[config.mk]
export PLATFORM = sky130hd
export DESIGN_NAME = tcim_top
export DESIGN_NICKNAME = d
export VERILOG_FILES = /design/src/verilog/tcim_pkg.sv /design/src/verilog/tcim_top.sv /design/src/verilog/tcim_sync.sv
export SDC_FILE = /design/constraint.sdc
export NUM_CORES = 1
export LEC_CHECK = 0
export BUFFER_PORTS_ARGS = -buffer_cell sky130_fd_sc_hd__buf_2
export CORE_MARGIN = 2
export CORE_UTILIZATION = 43
export DETAILED_ROUTE_END_ITERATION = 6
export PLACE_DENSITY = 0.75
export SLEW_MARGIN = 0
export SYNTH_ARGS = -nofsm -noshare
export SYNTH_HDL_FRONTEND = slang
export SYNTH_SLANG_ARGS = --single-unit
[constraint.sdc]
create_clock -name ref_clk -period 2 [get_ports ref_clk]
set_input_delay 0.4 -clock ref_clk [delete_from_list [all_inputs] [get_ports ref_clk]]
set_output_delay 0.4 -clock ref_clk [all_outputs]
set_load 0.02 [all_outputs]
[src/verilog/tcim_pkg.sv]
// constants and types for the timer channel interrupt mask logic
//
// Overview of operation
// status bit 16 mirrors line a: pin in capture mode, driven level in waveform.
// status bit 17 mirrors line b: pin in capture mode, driven level in waveform.
// writing ones to the enable register sets those mask bits, zeros no effect.
// writing ones to the disable register clears those mask bits, zeros no effect.
// mask register reads one for each enabled source, zero otherwise.
// enable, disable, mask share bits 0..7 in the fixed event order.
// load overrun and both capture loads only apply in capture mode.
// compares a and b only apply in waveform mode; others in both.
// event flags set on events and clear when the status register is read.
// interrupt output high while any flag with its mask bit set remains.
package tcim_pkg;
  localparam logic [7:0]  OFS_STATUS  = 8'h20;
  localparam logic [7:0]  OFS_ENABLE  = 8'h24;
  localparam logic [7:0]  OFS_DISABLE = 8'h28;
  localparam logic [7:0]  OFS_MASK    = 8'h2c;
  localparam logic [7:0]  OFS_MODE    = 8'h04;
  localparam int          NUM_EVT     = 8;
  localparam int          BIT_OVF     = 0;
  localparam int          BIT_LOVR    = 1;
  localparam int          BIT_CMPA    = 2;
  localparam int          BIT_CMPB    = 3;
  localparam int          BIT_CMPC    = 4;
  localparam int          BIT_LDA     = 5;
  localparam int          BIT_LDB     = 6;
  localparam int          BIT_ETRG    = 7;
  localparam int          BIT_MIRA    = 16;
  localparam int          BIT_MIRB    = 17;
  localparam logic [7:0]  MASK_RESET  = 8'h00;
  localparam logic [7:0]  CAPT_ONLY   = 8'h62;
  localparam logic [7:0]  WAVE_ONLY   = 8'h0c;

  typedef struct packed {
    logic extTrigger;
    logic loadB;
    logic loadA;
    logic compareC;
    logic compareB;
    logic compareA;
    logic loadOverrun;
    logic overflow;
  } tcim_evt_t;
endpackage

[src/verilog/tcim_top.sv]
// interrupt mask, event status and line mirrors of one timer channel
//
// Decided for this implementation: the register addresses and register access over APB.
`timescale 1ns/1ns
`default_nettype none
module tcim_top
  import tcim_pkg::*;
(
  // clock and reset
  input  wire logic       ref_clk,
  input  wire logic       nrst,
  // apb slave
  input  wire logic       psel,
  input  wire logic       penable,
  input  wire logic       pwrite,
  input  wire logic [7:0] paddr,
  input  wire logic [31:0] pwdata,
  output logic      [31:0] prdata,
  output logic            pready,
  output logic            pslverr,
  // counter core events, one-cycle strobes
  input  wire tcim_evt_t  evtStrobe,
  // driven line levels in waveform mode
  input  wire logic       driveLineA,
  input  wire logic       driveLineB,
  // timer line pins
  input  wire logic       timerLineA,
  input  wire logic       timerLineB,
  // mode and interrupt
  output logic            waveMode,
  output logic            irq
);
  logic [1:0] pinSync;
  logic [7:0] irqMask;
  logic [7:0] evtFlags;
  logic [7:0] next_flags;
  logic [7:0] next_mask;
  logic [7:0] evtValid;
  logic       lineAMirror;
  logic       lineBMirror;
  logic       apbWrite;
  logic       apbRead;
  logic       statusRead;
  logic       mapped;
  logic       apbSetup;

  tcim_sync #(
    .WIDTH (2)
  ) u_sync (
    .ref_clk (ref_clk),
    .nrst    (nrst),
    .din     ({timerLineB, timerLineA}),
    .dout    (pinSync)
  );

  // access phase; answer one cycle after setup
  assign apbSetup   = psel && !penable;
  assign apbWrite   = psel && penable && pwrite && pready;
  assign apbRead    = psel && penable && !pwrite && pready;
  assign statusRead = apbRead && (paddr == OFS_STATUS);
  assign mapped     = (paddr == OFS_STATUS) || (paddr == OFS_ENABLE) ||
                      (paddr == OFS_DISABLE) || (paddr == OFS_MASK) || (paddr == OFS_MODE);

  always_ff @(posedge ref_clk or negedge nrst) begin
    if (!nrst) begin
      pready <= 1'b0;
    end else begin
      pready <= apbSetup;
    end
  end

  a_ready_setup: assert property (@(posedge ref_clk) disable iff (!nrst)
    apbSetup
    |=> pready)
    else $error("ready missing after setup");

  a_ready_pulse: assert property (@(posedge ref_clk) disable iff (!nrst)
    pready
    |=> !pready)
    else $error("ready held longer than one cycle");

  a_ready_only: assert property (@(posedge ref_clk) disable iff (!nrst)
    pready
    |-> $past(apbSetup))
    else $error("ready without setup");

  // mode select register, 0 capture, 1 waveform
  always_ff @(posedge ref_clk or negedge nrst) begin
    if (!nrst) begin
      waveMode <= 1'b0;
    end else if (apbWrite && paddr == OFS_MODE) begin
      waveMode <= pwdata[0];
    end
  end

  a_mode_write: assert property (@(posedge ref_clk) disable iff (!nrst)
    (apbWrite && paddr == OFS_MODE)
    |=> (waveMode == $past(pwdata[0])))
    else $error("mode write not taken");

  a_mode_hold: assert property (@(posedge ref_clk) disable iff (!nrst)
    !(apbWrite && paddr == OFS_MODE)
    |=> $stable(waveMode))
    else $error("mode changed without write");

  // mode gating of sources
  assign evtValid = evtStrobe & (waveMode ? ~CAPT_ONLY : ~WAVE_ONLY); // see R7

  a_capt_valid: assert property (@(posedge ref_clk) disable iff (!nrst)
    !waveMode
    |-> ((evtValid & WAVE_ONLY) == 8'h00))
    else $error("compare source passed in capture");

  a_wave_valid: assert property (@(posedge ref_clk) disable iff (!nrst)
    waveMode
    |-> ((evtValid & CAPT_ONLY) == 8'h00))
    else $error("capture source passed in waveform");

  a_ovf_both: assert property (@(posedge ref_clk) disable iff (!nrst)
    evtStrobe.overflow
    |-> evtValid[BIT_OVF])
    else $error("overflow source blocked");

  a_cmpc_both: assert property (@(posedge ref_clk) disable iff (!nrst)
    evtStrobe.compareC
    |-> evtValid[BIT_CMPC])
    else $error("compare c source blocked");

  a_etrg_both: assert property (@(posedge ref_clk) disable iff (!nrst)
    evtStrobe.extTrigger
    |-> evtValid[BIT_ETRG])
    else $error("trigger source blocked");

  a_capt_pass: assert property (@(posedge ref_clk) disable iff (!nrst)
    (!waveMode && evtStrobe.loadA)
    |-> evtValid[BIT_LDA])
    else $error("load a source blocked in capture");

  a_wave_pass: assert property (@(posedge ref_clk) disable iff (!nrst)
    (waveMode && evtStrobe.compareA)
    |-> evtValid[BIT_CMPA])
    else $error("compare a source blocked in waveform");

  // enable sets, disable clears
  always_comb begin
    next_mask = irqMask;
    if (apbWrite && paddr == OFS_ENABLE) begin
      next_mask = irqMask | pwdata[NUM_EVT-1:0]; // see R3
    end else if (apbWrite && paddr == OFS_DISABLE) begin
      next_mask = irqMask & ~pwdata[NUM_EVT-1:0]; // see R4
    end
  end

  always_ff @(posedge ref_clk or negedge nrst) begin
    if (!nrst) begin
      irqMask <= MASK_RESET;
    end else begin
      irqMask <= next_mask;
    end
  end

  a_mask_enable: assert property (@(posedge ref_clk) disable iff (!nrst)
    (apbWrite && paddr == OFS_ENABLE)
    |=> ((irqMask & $past(pwdata[7:0])) == $past(pwdata[7:0])))
    else $error("enable write did not set mask");

  a_mask_keep_en: assert property (@(posedge ref_clk) disable iff (!nrst)
    (apbWrite && paddr == OFS_ENABLE)
    |=> ((irqMask & ~$past(pwdata[7:0])) == ($past(irqMask) & ~$past(pwdata[7:0]))))
    else $error("enable write changed unselected mask bits");

  a_mask_disable: assert property (@(posedge ref_clk) disable iff (!nrst)
    (apbWrite && paddr == OFS_DISABLE)
    |=> ((irqMask & $past(pwdata[7:0])) == 8'h00))
    else $error("disable write did not clear mask");

  a_mask_keep_dis: assert property (@(posedge ref_clk) disable iff (!nrst)
    (apbWrite && paddr == OFS_DISABLE)
    |=> ((irqMask & ~$past(pwdata[7:0])) == ($past(irqMask) & ~$past(pwdata[7:0]))))
    else $error("disable write changed unselected mask bits");

  a_mask_hold: assert property (@(posedge ref_clk) disable iff (!nrst)
    !(apbWrite && (paddr == OFS_ENABLE || paddr == OFS_DISABLE))
    |=> $stable(irqMask))
    else $error("mask changed without write");

  // read clears only the flags it reported, new event wins
  always_comb begin
    next_flags = statusRead ? (evtFlags & ~prdata[NUM_EVT-1:0]) : evtFlags;
    next_flags = next_flags | evtValid;
  end

  always_ff @(posedge ref_clk or negedge nrst) begin
    if (!nrst) begin
      evtFlags <= 8'h00;
    end else begin
      evtFlags <= next_flags;
    end
  end

  a_flag_set: assert property (@(posedge ref_clk) disable iff (!nrst)
    evtValid[BIT_CMPC]
    |=> evtFlags[BIT_CMPC])
    else $error("event did not set flag");

  a_flag_all: assert property (@(posedge ref_clk) disable iff (!nrst)
    (evtValid != 8'h00)
    |=> ((evtFlags & $past(evtValid)) == $past(evtValid)))
    else $error("event lost its flag");

  a_flag_clear: assert property (@(posedge ref_clk) disable iff (!nrst)
    statusRead
    |=> ((evtFlags & $past(prdata[7:0]) & ~$past(evtValid)) == 8'h00))
    else $error("status read did not clear reported flags");

  a_flag_keep: assert property (@(posedge ref_clk) disable iff (!nrst)
    statusRead
    |=> ((evtFlags & $past(evtFlags) & ~$past(prdata[7:0])) == ($past(evtFlags) & ~$past(prdata[7:0]))))
    else $error("status read dropped an unreported flag");

  a_flag_hold: assert property (@(posedge ref_clk) disable iff (!nrst)
    !statusRead
    |=> ((evtFlags & $past(evtFlags)) == $past(evtFlags)))
    else $error("flag dropped without status read");

  a_flag_source: assert property (@(posedge ref_clk) disable iff (!nrst)
    1'b1
    |=> ((evtFlags & ~$past(evtFlags) & ~$past(evtValid)) == 8'h00))
    else $error("flag set without event");

  a_capt_gate: assert property (@(posedge ref_clk) disable iff (!nrst)
    (waveMode && !statusRead)
    |=> ((evtFlags & CAPT_ONLY) == ($past(evtFlags) & CAPT_ONLY)))
    else $error("capture source flagged in waveform");

  a_wave_gate: assert property (@(posedge ref_clk) disable iff (!nrst)
    (!waveMode && !statusRead)
    |=> ((evtFlags & WAVE_ONLY) == ($past(evtFlags) & WAVE_ONLY)))
    else $error("compare source flagged in capture");

  // line mirrors
  always_ff @(posedge ref_clk or negedge nrst) begin
    if (!nrst) begin
      lineAMirror <= 1'b0;
      lineBMirror <= 1'b0;
    end else begin
      lineAMirror <= waveMode ? driveLineA : pinSync[0];
      lineBMirror <= waveMode ? driveLineB : pinSync[1];
    end
  end

  a_mirror_a: assert property (@(posedge ref_clk) disable iff (!nrst)
    (waveMode && $past(waveMode))
    |-> (lineAMirror == $past(driveLineA)))
    else $error("line a mirror wrong in waveform");

  a_mirror_a_pin: assert property (@(posedge ref_clk) disable iff (!nrst)
    (!waveMode && !$past(waveMode))
    |-> (lineAMirror == $past(pinSync[0])))
    else $error("line a mirror wrong in capture");

  a_mirror_b: assert property (@(posedge ref_clk) disable iff (!nrst)
    (!waveMode && !$past(waveMode))
    |-> (lineBMirror == $past(pinSync[1])))
    else $error("line b mirror wrong in capture");

  a_mirror_b_drive: assert property (@(posedge ref_clk) disable iff (!nrst)
    (waveMode && $past(waveMode))
    |-> (lineBMirror == $past(driveLineB)))
    else $error("line b mirror wrong in waveform");

  always_ff @(posedge ref_clk or negedge nrst) begin
    if (!nrst) begin
      irq <= 1'b0;
    end else begin
      irq <= |(next_flags & next_mask);
    end
  end

  a_irq_level: assert property (@(posedge ref_clk) disable iff (!nrst)
    irq
    == (|(evtFlags & irqMask)))
    else $error("irq level mismatch");

  // read data, registered in setup cycle
  always_ff @(posedge ref_clk or negedge nrst) begin
    if (!nrst) begin
      prdata  <= 32'h0000_0000;
      pslverr <= 1'b0;
    end else if (apbSetup) begin
      prdata  <= 32'h0000_0000;
      pslverr <= !mapped;
      if (!pwrite) begin
        unique case (paddr)
          OFS_STATUS: begin
            prdata[NUM_EVT-1:0] <= evtFlags;
            prdata[BIT_MIRA]    <= lineAMirror;
            prdata[BIT_MIRB]    <= lineBMirror;
          end
          OFS_MASK: begin
            prdata[NUM_EVT-1:0] <= irqMask;
          end
          OFS_MODE: begin
            prdata[0] <= waveMode;
          end
          default: begin
            prdata <= 32'h0000_0000;
          end
        endcase
      end
    end
  end

  a_mask_read: assert property (@(posedge ref_clk) disable iff (!nrst)
    (apbSetup && !pwrite && paddr == OFS_MASK)
    |=> (prdata[7:0] == $past(irqMask)))
    else $error("mask readback wrong");

  a_status_read: assert property (@(posedge ref_clk) disable iff (!nrst)
    (apbSetup && !pwrite && paddr == OFS_STATUS)
    |=> (prdata[7:0] == $past(evtFlags)))
    else $error("status readback wrong");

  a_mirror_read: assert property (@(posedge ref_clk) disable iff (!nrst) // see R1
    (apbSetup && !pwrite && paddr == OFS_STATUS)
    |=> (prdata[BIT_MIRB:BIT_MIRA] == {$past(lineBMirror), $past(lineAMirror)}))
    else $error("mirror readback wrong");

  a_upper_zero: assert property (@(posedge ref_clk) disable iff (!nrst)
    (apbSetup && !pwrite && paddr == OFS_MASK)
    |=> (prdata[31:8] == 24'h000000))
    else $error("mask upper bits not zero");

  a_wo_read: assert property (@(posedge ref_clk) disable iff (!nrst)
    (apbSetup && !pwrite && (paddr == OFS_ENABLE || paddr == OFS_DISABLE))
    |=> (prdata == 32'h0000_0000))
    else $error("write-only register read not zero");

  a_slverr_map: assert property (@(posedge ref_clk) disable iff (!nrst)
    apbSetup
    |=> (pslverr == !$past(mapped)))
    else $error("slave error does not match address map");

  a_rdata_stand: assert property (@(posedge ref_clk) disable iff (!nrst)
    !apbSetup
    |=> $stable(prdata))
    else $error("read data changed outside setup");
endmodule
`default_nettype wire

[src/verilog/tcim_sync.sv]
// two-stage synchroniser for the timer line pins
`timescale 1ns/1ns
`default_nettype none
module tcim_sync
  import tcim_pkg::*;
#(
  parameter int WIDTH = 2
) (
  // clock and reset
  input  wire logic             ref_clk,
  input  wire logic             nrst,
  // data
  input  wire logic [WIDTH-1:0] din,
  output var  logic [WIDTH-1:0] dout
);
  logic [WIDTH-1:0] stage1;

  always_ff @(posedge ref_clk or negedge nrst) begin
    if (!nrst) begin
      stage1 <= '0;
      dout   <= '0;
    end else begin
      stage1 <= din;
      dout   <= stage1;
    end
  end
endmodule
`default_nettype wire

# [Word level (Yosys, flattened, before mapping)]
# Cells that the tools add are included.
[classes] n_mux=10 n_eq_ne=5 bitwise_logic=8 reduce_logical=18
[op_table] operator="8-bit bitwise AND" n=4
[op_table] operator="8-bit by 6-bit equality test with 1-bit output, second input constant" n=4
[op_table] operator="8-bit 2-to-1 mux" n=3
[op_table] operator="18-bit 2-to-1 mux" n=1
[op_table] operator="8-bit inverter" n=2
[op_table] operator="8-bit OR" n=2
[op_table] operator="7-bit case mux with 2 select lines" n=1
[op_table] operator="1-bit logical AND" n=10
[op_table] operator="8-bit by 3-bit equality test with 1-bit output, second input constant" n=1
[op_table] operator="8-bit OR reduction" n=1
[op_table] operator="7-bit 2-to-1 mux" n=1
[op_table] operator="1-bit logical OR" n=4
[op_table] operator="1-bit logical NOT" n=3
[op_table] operator="1-bit case mux with 3 select lines" n=1
[op_table] operator="1-bit 2-to-1 mux" n=2
[op_table] operator="2-bit 2-to-1 mux" n=1
[totals] word_cells=52 out_inout_bits=36 ff_bits=58

# [Logic depth before layout (Yosys ltp)]
# Gate-level depths: netlist (run 1).
[logic_depth] ltp_word=8 ltp_mapped=6 ltp_nobuf=5

# [Modules after synthesis]
# A second synthesis (run 1) with hierarchy kept.
[hier_totals] hier_cells=204 area_unflattened_um2=1914.3
[by_module_without_submodules] module="tcim_top" instances=1 cells_per_inst=200 seq_area_each_um2=800.8 area_each_um2=1814.2
[by_module_without_submodules] module="tcim_sync" instances=1 cells_per_inst=4 seq_area_each_um2=100.1 area_each_um2=100.1

# [Worst setup path after synthesis (run 1)]
# OpenSTA, ideal clock, no wires.
[synth_path] path_type="input-to-reg" start="input port paddr[1]" end="register irq" setup_time_ns=0.138 cell_stages=6 required_ns=1.862 arrival_ns=1.961 slack_ns=-0.098 path_buffers=1 cell_sequence="or3_4 -> buf_4 -> o41ai_1 -> a221oi_2 -> a2111oi_2 -> nand4_1"
[synth_between] elab_chain_len=6 elab_cells_between_ends=12
[synth_lines] element="start: declaration" line="tcim_top.sv:16" source="input wire logic [7:0] paddr,"
[synth_lines] element="8-bit by 6-bit equality test with 1-bit output, on equally long branches" line="tcim_top.sv:60, tcim_top.sv:149"
[synth_lines] element="1-bit logical AND, on equally long branches" line="tcim_top.sv:60, tcim_top.sv:149"
[synth_lines] element="8-bit 2-to-1 mux, on equally long branches" line="tcim_top.sv:189, tcim_top.sv:149"
[synth_lines] element="8-bit OR / 8-bit 2-to-1 mux (equally long branches)" line="tcim_top.sv:190, tcim_top.sv:147"
[synth_lines] element="8-bit bitwise AND *" line="tcim_top.sv:276" source="irq <= |(next_flags & next_mask);"
[synth_lines] element="8-bit OR reduction *" line="tcim_top.sv:276"
[synth_lines] element="end signal: assignment" line="tcim_top.sv:276"
[synth_lines] element="end: declaration" line="tcim_top.sv:31" source="output logic irq"
# Mark *: on every way between the ends. The rest lies on a longest branch, timed or not.
# A chain may end at the register's enable or synchronous reset.

# [Worst setup path in the final report (run 1)]
[layout_path] start="input port paddr[7]" end="register prdata[16]"
[layout_between] elab_chain_len=3
[layout_lines] element="8-bit by 6-bit equality test with 1-bit output" line="tcim_top.sv:294" source="unique case (paddr)"
[layout_lines] element="2-bit 2-to-1 mux" line="tcim_top.sv:294"
[layout_lines] element="18-bit 2-to-1 mux" line="tcim_top.sv:293" source="if (!pwrite) begin"
[layout_lines] element="end signal: indexed assignment" line="tcim_top.sv:296" source="prdata[NUM_EVT-1:0] <= evtFlags;"
[layout_lines] element="end signal: indexed assignment" line="tcim_top.sv:297" source="prdata[BIT_MIRA] <= lineAMirror;"
[layout_lines] element="end signal: indexed assignment" line="tcim_top.sv:298" source="prdata[BIT_MIRB] <= lineBMirror;"
[layout_lines] element="end: declaration" line="tcim_top.sv:18" source="output logic [31:0] prdata,"
# No other way between the ends.

==> results of run 1 <==
## logic make-up (layout without fill, tap and decap cells)
kind of cell / Yosys count / in the layout / share of synthesized area
buffers and inverters: 38 / 90 / 0.1221
other: 1 / 22 / 0.001958
flip-flops: 36 / 36 / 0.4703
multiplexers: 3 / 3 / 0.01763
AND/OR/NAND/NOR: 53 / 53 / 0.1829
AO/OA/AOI/OAI: 50 / 50 / 0.2051
## placed cells by master, fill, tap and decap left out, types with 3 or more instances in the layout
master and n:
buf_2 46, dfrtp_1 36, buf_4 24, conb_1 22
nand2_1 13, a22oi_1 9, inv_1 8, o21ai_1 7
nor2_1 6, nand2b_1 5, clkbuf_8 5, o22ai_1 4
o41a_1 4, a31o_2 4, o21bai_1 3, nand4bb_1 3
or4_4 3, or2_2 3, mux2_2 3
## synthesized netlist by cell type (2+ instances only)
cell	number
dfrtp_1	36
buf_4	24
nand2_1	13
a22oi_1	9
inv_1	8
o21ai_1	7
nor2_1	6
nand2b_1	5
a31o_2	4
clkbuf_1	4
o22ai_1	4
o41a_1	4
o41ai_1	4
mux2_2	3
nand4bb_1	3
o21bai_1	3
or2_2	3
or4_1	3
a21boi_0	2
a21oi_1	2
a32o_1	2
and2_1	2
nand3_1	2
nand4_1	2
nor2b_1	2
o31ai_1	2
or3_1	2
or4bb_1	2
or4bb_2	2
## flip-flops by register name, summed over array words and instances, names as in the netlist
signal	cells
irqMask	8
prdata	10
u_sync.dout	2
lineAMirror	1
lineBMirror	1
irq	1
pready	1
waveMode	1
u_sync.stage1	2
pslverr	1
evtFlags	8
## power breakdown
part | total [mW] | switching, mW | internal [mW]
Clock | 0.506 | 0.264 | 0.242
Sequential | 0.744 | 0.00486 | 0.739
Combinational | 0.190 | 0.120 | 0.0702
Total | 1.44 | 0.389 | 1.05
## worst paths after layout
| kind | startpoint | end | slack (ns) | depth (start not counted) |
|---|---|---|---|---|
| worst max-delay path | paddr[7] | prdata[16]$_DFFE_PN0P_ | 0.05 | 7 |
| worst min-delay path | nrst | lineAMirror$_DFF_PN0_ | 0.19 | 1 |
| worst max register to register | pready$_DFF_PN0_ | irq$_DFF_PN0_ | 0.09 | 7 |
| worst min register to register | u_sync.stage1[1]$_DFF_PN0_ | u_sync.dout[1]$_DFF_PN0_ | 0.35 | 0 |
| max in group asynchronous | nrst | prdata[3]$_DFFE_PN0P_ | 1.31 | 1 |
| min in group ref_clk | timerLineA | u_sync.stage1[0]$_DFF_PN0_ | 0.22 | 1 |
## metrics by stage
stage	hold slack, ns	setup slack (ns)	total power, mW	utilization	area, sq um
6_report	0.1873	0.04894	1.441	0.5804	2510
3_5_place_dp	0.3347	-0.3556	0.9427	0.5330	2305
5_1_grt	0.2089	-0.01023	1.505	0.5804	2510
2_1_floorplan	0.1044	-0.05079	0.8804	-	2012
4_1_cts	0.2090	0.01262	1.449	0.5611	2426
3_3_place_gp	0.3328	-0.3110	0.9402	0.5330	2305
## what timing repair did
| action | CTS | global route |
|---|---|---|
| buffers inserted | 0 | 1 |
| endpoints found under the setup margin | 1 | 3 |
| gates resized for setup | 4 | 12 |
| pin swaps | 1 | 9 |
| hold buffers | 0 | 0 |
## final cells by class
cell class,count,area share
clock buffers,5,0.02742
clock inverters,3,0.007478
inverters,9,0.01346
multi-input cells,128,0.3863
flip-flops and latches,36,0.3589
well taps,52,0.02592
repair buffers,73,0.1805
## metal layers
layer / vias to the layer above / wire [um] / track usage
li1: 769 / - / -
met1: 777 / 2130 / 0.2746
met2: 59 / 2178 / 0.2918
met3: 10 / 267 / 0.03419
met4: 0 / 91 / 0.07338
met5: - / 0 / 0
==> summary.txt, run 1 <==
Cells and area
  – Register area: 900.9 sq um
  – Area grow syn2layout: 31.03%
  – Area of the multi-input gates: 969.7 sq um
  – FILL cells: slightly below 400
  – Layout cell share with drive strength beyond 1: 0.4331
  – Layout Cells excl Fill: a little over 300
  – ANT cells: 0
  – NumNets Final: 310

Power and ir drop
  – P_leak: around 1.2 nW
  – PD cells: between 500 and 600 nW/um^2
  – Worst vdd ir: ~360 uV

Routing
  – Routed WL: around 4.7 mm
  – Routed len/inst: 15.25 um
  – Via count: 1615
  – Vias per cell: 5.278
  – DRT antenna net count: 0
  – Drt drc: 0
  – Initial DRC count: 133
  – Detailed Routing Iterations Pass 1: 4

Synthesis
  – Share of the synthesized area in the top cell type: 0.4703
  – Post-Syn Area: ~1900 sq um
  – Synth area leaders: dfrtp_1 47%, buf_4 9.4%, a22oi_1 3.5%
  – Yosys warning count: 0
  – Synth cell types: 45
  – Post-synth ARST share: 1.000
  – Ys flop type: dfrtp_1
  – Yosys reg bits: 36
  – Cell taking the most area after synthesis: dfrtp_1
  – Gate Count Post-Synth: 181
  – Synthesized area per cell: 10.58 sq um
  – Post-synth EDFFs: 0
  – Register area share after synthesis: 0.4703

Worst setup path
  – Crit-path most repeated cell: or3_4
  – Largest fanout on the critical path: 8
  – Critical Path AT: 2.18 ns
  – WP data required: 2.23 ns
  – Worst setup SP type: input port
  – Worst path top cell family by delay: simple AND/OR/NAND/NOR gates
  – Setup crit end kind: flip-flop
  – Critical path cell sequence: buf_2, or3_4, or3_4, or4b_4, buf_6, inv_2, a32o_1
  – Critical path's slowest cell: or4b_4
  – CP peak stage delay: 0.52 ns
  – Setup CP Type: input port to flip-flop
  – Crit path buf inv count: 3

STA
  – Slew Viols, Final: 0
  – Fin. Hold Viols: 0
  – Max Fclk: about 500 MHz
  – Clock Skew: 0.003344 ns
  – Period minus WS final: 1.951 ns
  – Slew @ Worst Pin: 0.7806 ns
  – Endpoints failing setup: 0
  – Slew HR: 0.4796
  – Setup_tns: 0 ns
  – Final period utilization: 0.9755

Clocking
  – CTS buffer count: 5
  – H-tree levels: 2
  – Reg clk slew, reported paths: 0.07 ns
  – Later-pin clock latency in the skew report: 0.28 ns
  – CTS Root Buffer Type: clkbuf_8
  – CTS Buffer Depth: 2
  – Sink Count: 36
  – CTS tree: yes

Global route
  – First-pass GRT wire length: 7.548 mm
  – GR Util All Layers: 0.1919
  – Largest net degree at the start of global routing: 37
  – GRT Residual Overflow: 0
  – Number of global-route vias before repair: 1562
  – Initial antenna violation count: 0

Floorplanning
  – Initial Util: 0.4430
  – Die ar.: 5005 sq um
  – Vert. Die Dim: between 70 and 80 um
  – Core Region: 4324 sq um
  – Std cell rows: 24
  – Die Wd: 70.75 um
  – IO Pins: between 90 and 100

Job
  – Max-Cap Viols: 0

Place
  – Number of port buffers: between 40 and 50
  – GPL Wtd Cong: 0.9311
  – Hpwl dp: 3.447 mm
  – Dpl cells: approximately 300

Status
  – Status: finished, final reports clean

Worst hold path
  – Hold Path Class: input port to asynchronous set/reset pin
Note: power is estimated with default switching activity, not from simulation.
==> inputs of run 2 (changes only) <==
ABC_CLOCK_PERIOD_IN_PS = 2000   (was unset)
CORE_UTILIZATION = 30   (was 43)
PLACE_DENSITY = unset   (was 0.75)
==> run 2 against run 1 <==
- die area grew 41%
- critical path depth is the same
- design area shrank 0.20%
- critical endpoint unchanged
==> summary.txt, run 2 (synthesis gave the netlist of run 1 again) <==
Worst setup path
  – Crit-path most repeated cell: or3_4
  – Critical path cell sequence: buf_2, or3_4, or3_4, or4b_1, buf_4, inv_2, a32o_1
  – R2R depth: 7 (unchanged)
  – Largest fanout on the critical path: 8 (unchanged)
  – Worst setup SP type: input port
  – Crit path depth: 7 (unchanged)
  – R2r setup slk: 0.06 ns (-0.03 ns)
  – WP data required: 2.23 ns (about the same)
  – Setup crit end kind: flip-flop
  – Setup CP Type: input port to flip-flop
  – Worst path top cell family by delay: simple AND/OR/NAND/NOR gates
  – Critical path's slowest cell: or4b_1
  – CP peak stage delay: 0.51 ns (about the same)
  – Critical Path AT: 2.21 ns (+0.03 ns)
  – Crit path buf inv count: 3 (unchanged)

Routing
  – Via count: 1606 (-0.56%)
  – Routed WL: 4.994 mm (+7.0%)
  – Drt drc: 0 (unchanged)
  – Detailed Routing Iterations Pass 1: 4 (unchanged)
  – Vias per cell: 4.867 (-7.8%)
  – Initial DRC count: 114 (-14%)
  – DRT antenna net count: 0 (unchanged)
  – Routed len/inst: 15.13 um (-0.80%)

Cells and area
  – Commonest non-fill, non-tap cell in the layout: buf_2
  – Commonest cells after routing, fill and taps aside: 46 x buf_2, 36 x dfrtp_1, 25 x buf_4, 22 x conb_1, 13 x nand2_1
  – NumNets Final: 309 (-0.32%)
  – ANT cells: 0 (unchanged)
  – Area grow syn2layout: 30.76%
  – Layout cell share with drive strength beyond 1: 0.4111 (-0.02200)
  – Max reg flops: 10 (unchanged)
  – FILL cells: 607 (+55%)
  – Biggest register: prdata
  – Largest regs: prdata x10, evtFlags x8, irqMask x8

Worst hold path
  – Hold Path Class: input port to asynchronous set/reset pin

Place
  – Setup WS pre-CTS: -0.3488 ns (+0.006736 ns)
  – Hpwl dp: 3.686 mm (+6.9%)
  – Number of port buffers: 46 (unchanged)
  – GPL Wtd Cong: 0.8455 (-9.2%)

Power and ir drop
  – P_leak: 1.203 nW (-2.6%)
  – Worst vdd ir: 319.6 uV (-11%)
  – PD cells: 590.1 nW/um^2 (+2.8%)
  – Final Total Pwr: 1.478 mW (+2.6%)

STA
  – Clock Skew: 0.002582 ns (-0.0007620 ns)
  – Slew HR: 0.6510 (+0.1714)
  – Final period utilization: 0.9889 (+0.01333)
  – Max Fclk: 505.6 MHz (-1.3%)
  – Worst Slack Setup Final: 0.02227 ns (-0.02667 ns)
  – Slew @ Worst Pin: 0.5216 ns (-0.2590 ns)
  – Slew Viols, Final: 0 (unchanged)
  – Fin. Hold Viols: 0 (unchanged)
  – RSZ-0062 raised after global routing: yes
  – Period minus WS final: 1.978 ns (+0.02667 ns)
  – Endpoints failing setup: 0 (unchanged)
  – WHS: 0.1290 ns (-0.05827 ns)

Clocking
  – Sink Count: 36 (unchanged)
  – Reg clk slew, reported paths: 0.07 ns (about the same)
  – Hold buffers post-CTS: 0 (unchanged)
  – CTS Buffer Depth: 2 (unchanged)
  – CTS tree: yes
  – H-tree levels: 2 (unchanged)
  – Later-pin clock latency in the skew report: 0.29 ns (about the same)
  – CTS buffer count: 5 (unchanged)
  – CTS Root Buffer Type: clkbuf_8

Floorplanning
  – Initial Util: 0.3052 (-0.1378)
  – Std cell rows: 29 (+21%)
  – IO Pins: 93 (unchanged)
  – Core Region: 6277 sq um (+45%)
  – Die ar.: 7041 sq um (+41%)
  – Vert. Die Dim: 83.91 um (+19%)
  – Die Wd: 83.91 um (+19%)

Global route
  – First-pass GRT wire length: 8.024 mm (+6.3%)
  – Initial antenna violation count: 0 (unchanged)
  – Number of global-route vias before repair: 1597 (+2.2%)
  – Largest net degree at the start of global routing: 37 (unchanged)
  – GRT Residual Overflow: 0 (unchanged)
  – GR Util All Layers: 0.1469 (-0.04496)

Status
  – Status: finished, final reports clean

Job
  – Max-Cap Viols: 0 (unchanged)
[run 2: cell type report]
cell class / count / area (sq um) / share of cell area
multi-input combinational: 129 / 962.2 / 0.3841
sequential: 36 / 900.9 / 0.3596
timing repair buffer: 71 / 417.9 / 0.1668
tap: 77 / 96.34 / 0.03846
clock buffer: 7 / 86.33 / 0.03447
inverter: 9 / 33.78 / 0.01349
clock inverter: 1 / 7.507 / 0.002997
[run 2: worst paths after layout]
kind | start | end
max | paddr[1] | prdata[16]$_DFFE_PN0P_
min | nrst | pready$_DFF_PN0_
max reg2reg | pready$_DFF_PN0_ | irq$_DFF_PN0_
min reg2reg | u_sync.stage1[0]$_DFF_PN0_ | u_sync.dout[0]$_DFF_PN0_
max in group asynchronous | nrst | prdata[7]$_DFFE_PN0P_
min in group ref_clk | timerLineB | u_sync.stage1[1]$_DFF_PN0_
[run 2: repair_timing]
item                       4_1_cts  5_1_grt
gates cloned                     0        1
buffers inserted                 0        0
pin swaps                        2        4
setup endpoints to repair        2        3
resized for setup                3        9
[run 2: routing by layer]
layer  share of wire  wire [um]  global-route usage
met5               0          0                   0
met4           0.013         65             0.03959
met3           0.057        284             0.03363
met2            0.46       2321              0.2342
met1            0.46       2322              0.2015
[run 2: worst reg2reg max path: cells and delay by family, from the launching register on]
kind / cells / cell delay [ns]
DFF: 1 / 0.37
AOI/OAI and AO/OA: 2 / 0.32
and+or+nand+nor: 3 / 0.82
buffers and inverters: 2 / 0.37
[run 2: power by group]
group,internal (mW),switching (mW),leakage (nW)
sequential,0.739,0.00487,0.438
combinational,0.0678,0.123,0.721
clock,0.280,0.264,0.0445
[run 2: through the flow]
stage	utilization	TNS [ns]	cell area, sq um	std cells
floorplan	-	-0.08782	2012	202
global placement	0.3689	-2.841	2316	321
detailed placement	0.3689	-3.145	2316	321
CTS	0.3881	0	2436	329
global route	0.3990	-0.002472	2505	330
finish	0.3990	0	2505	330
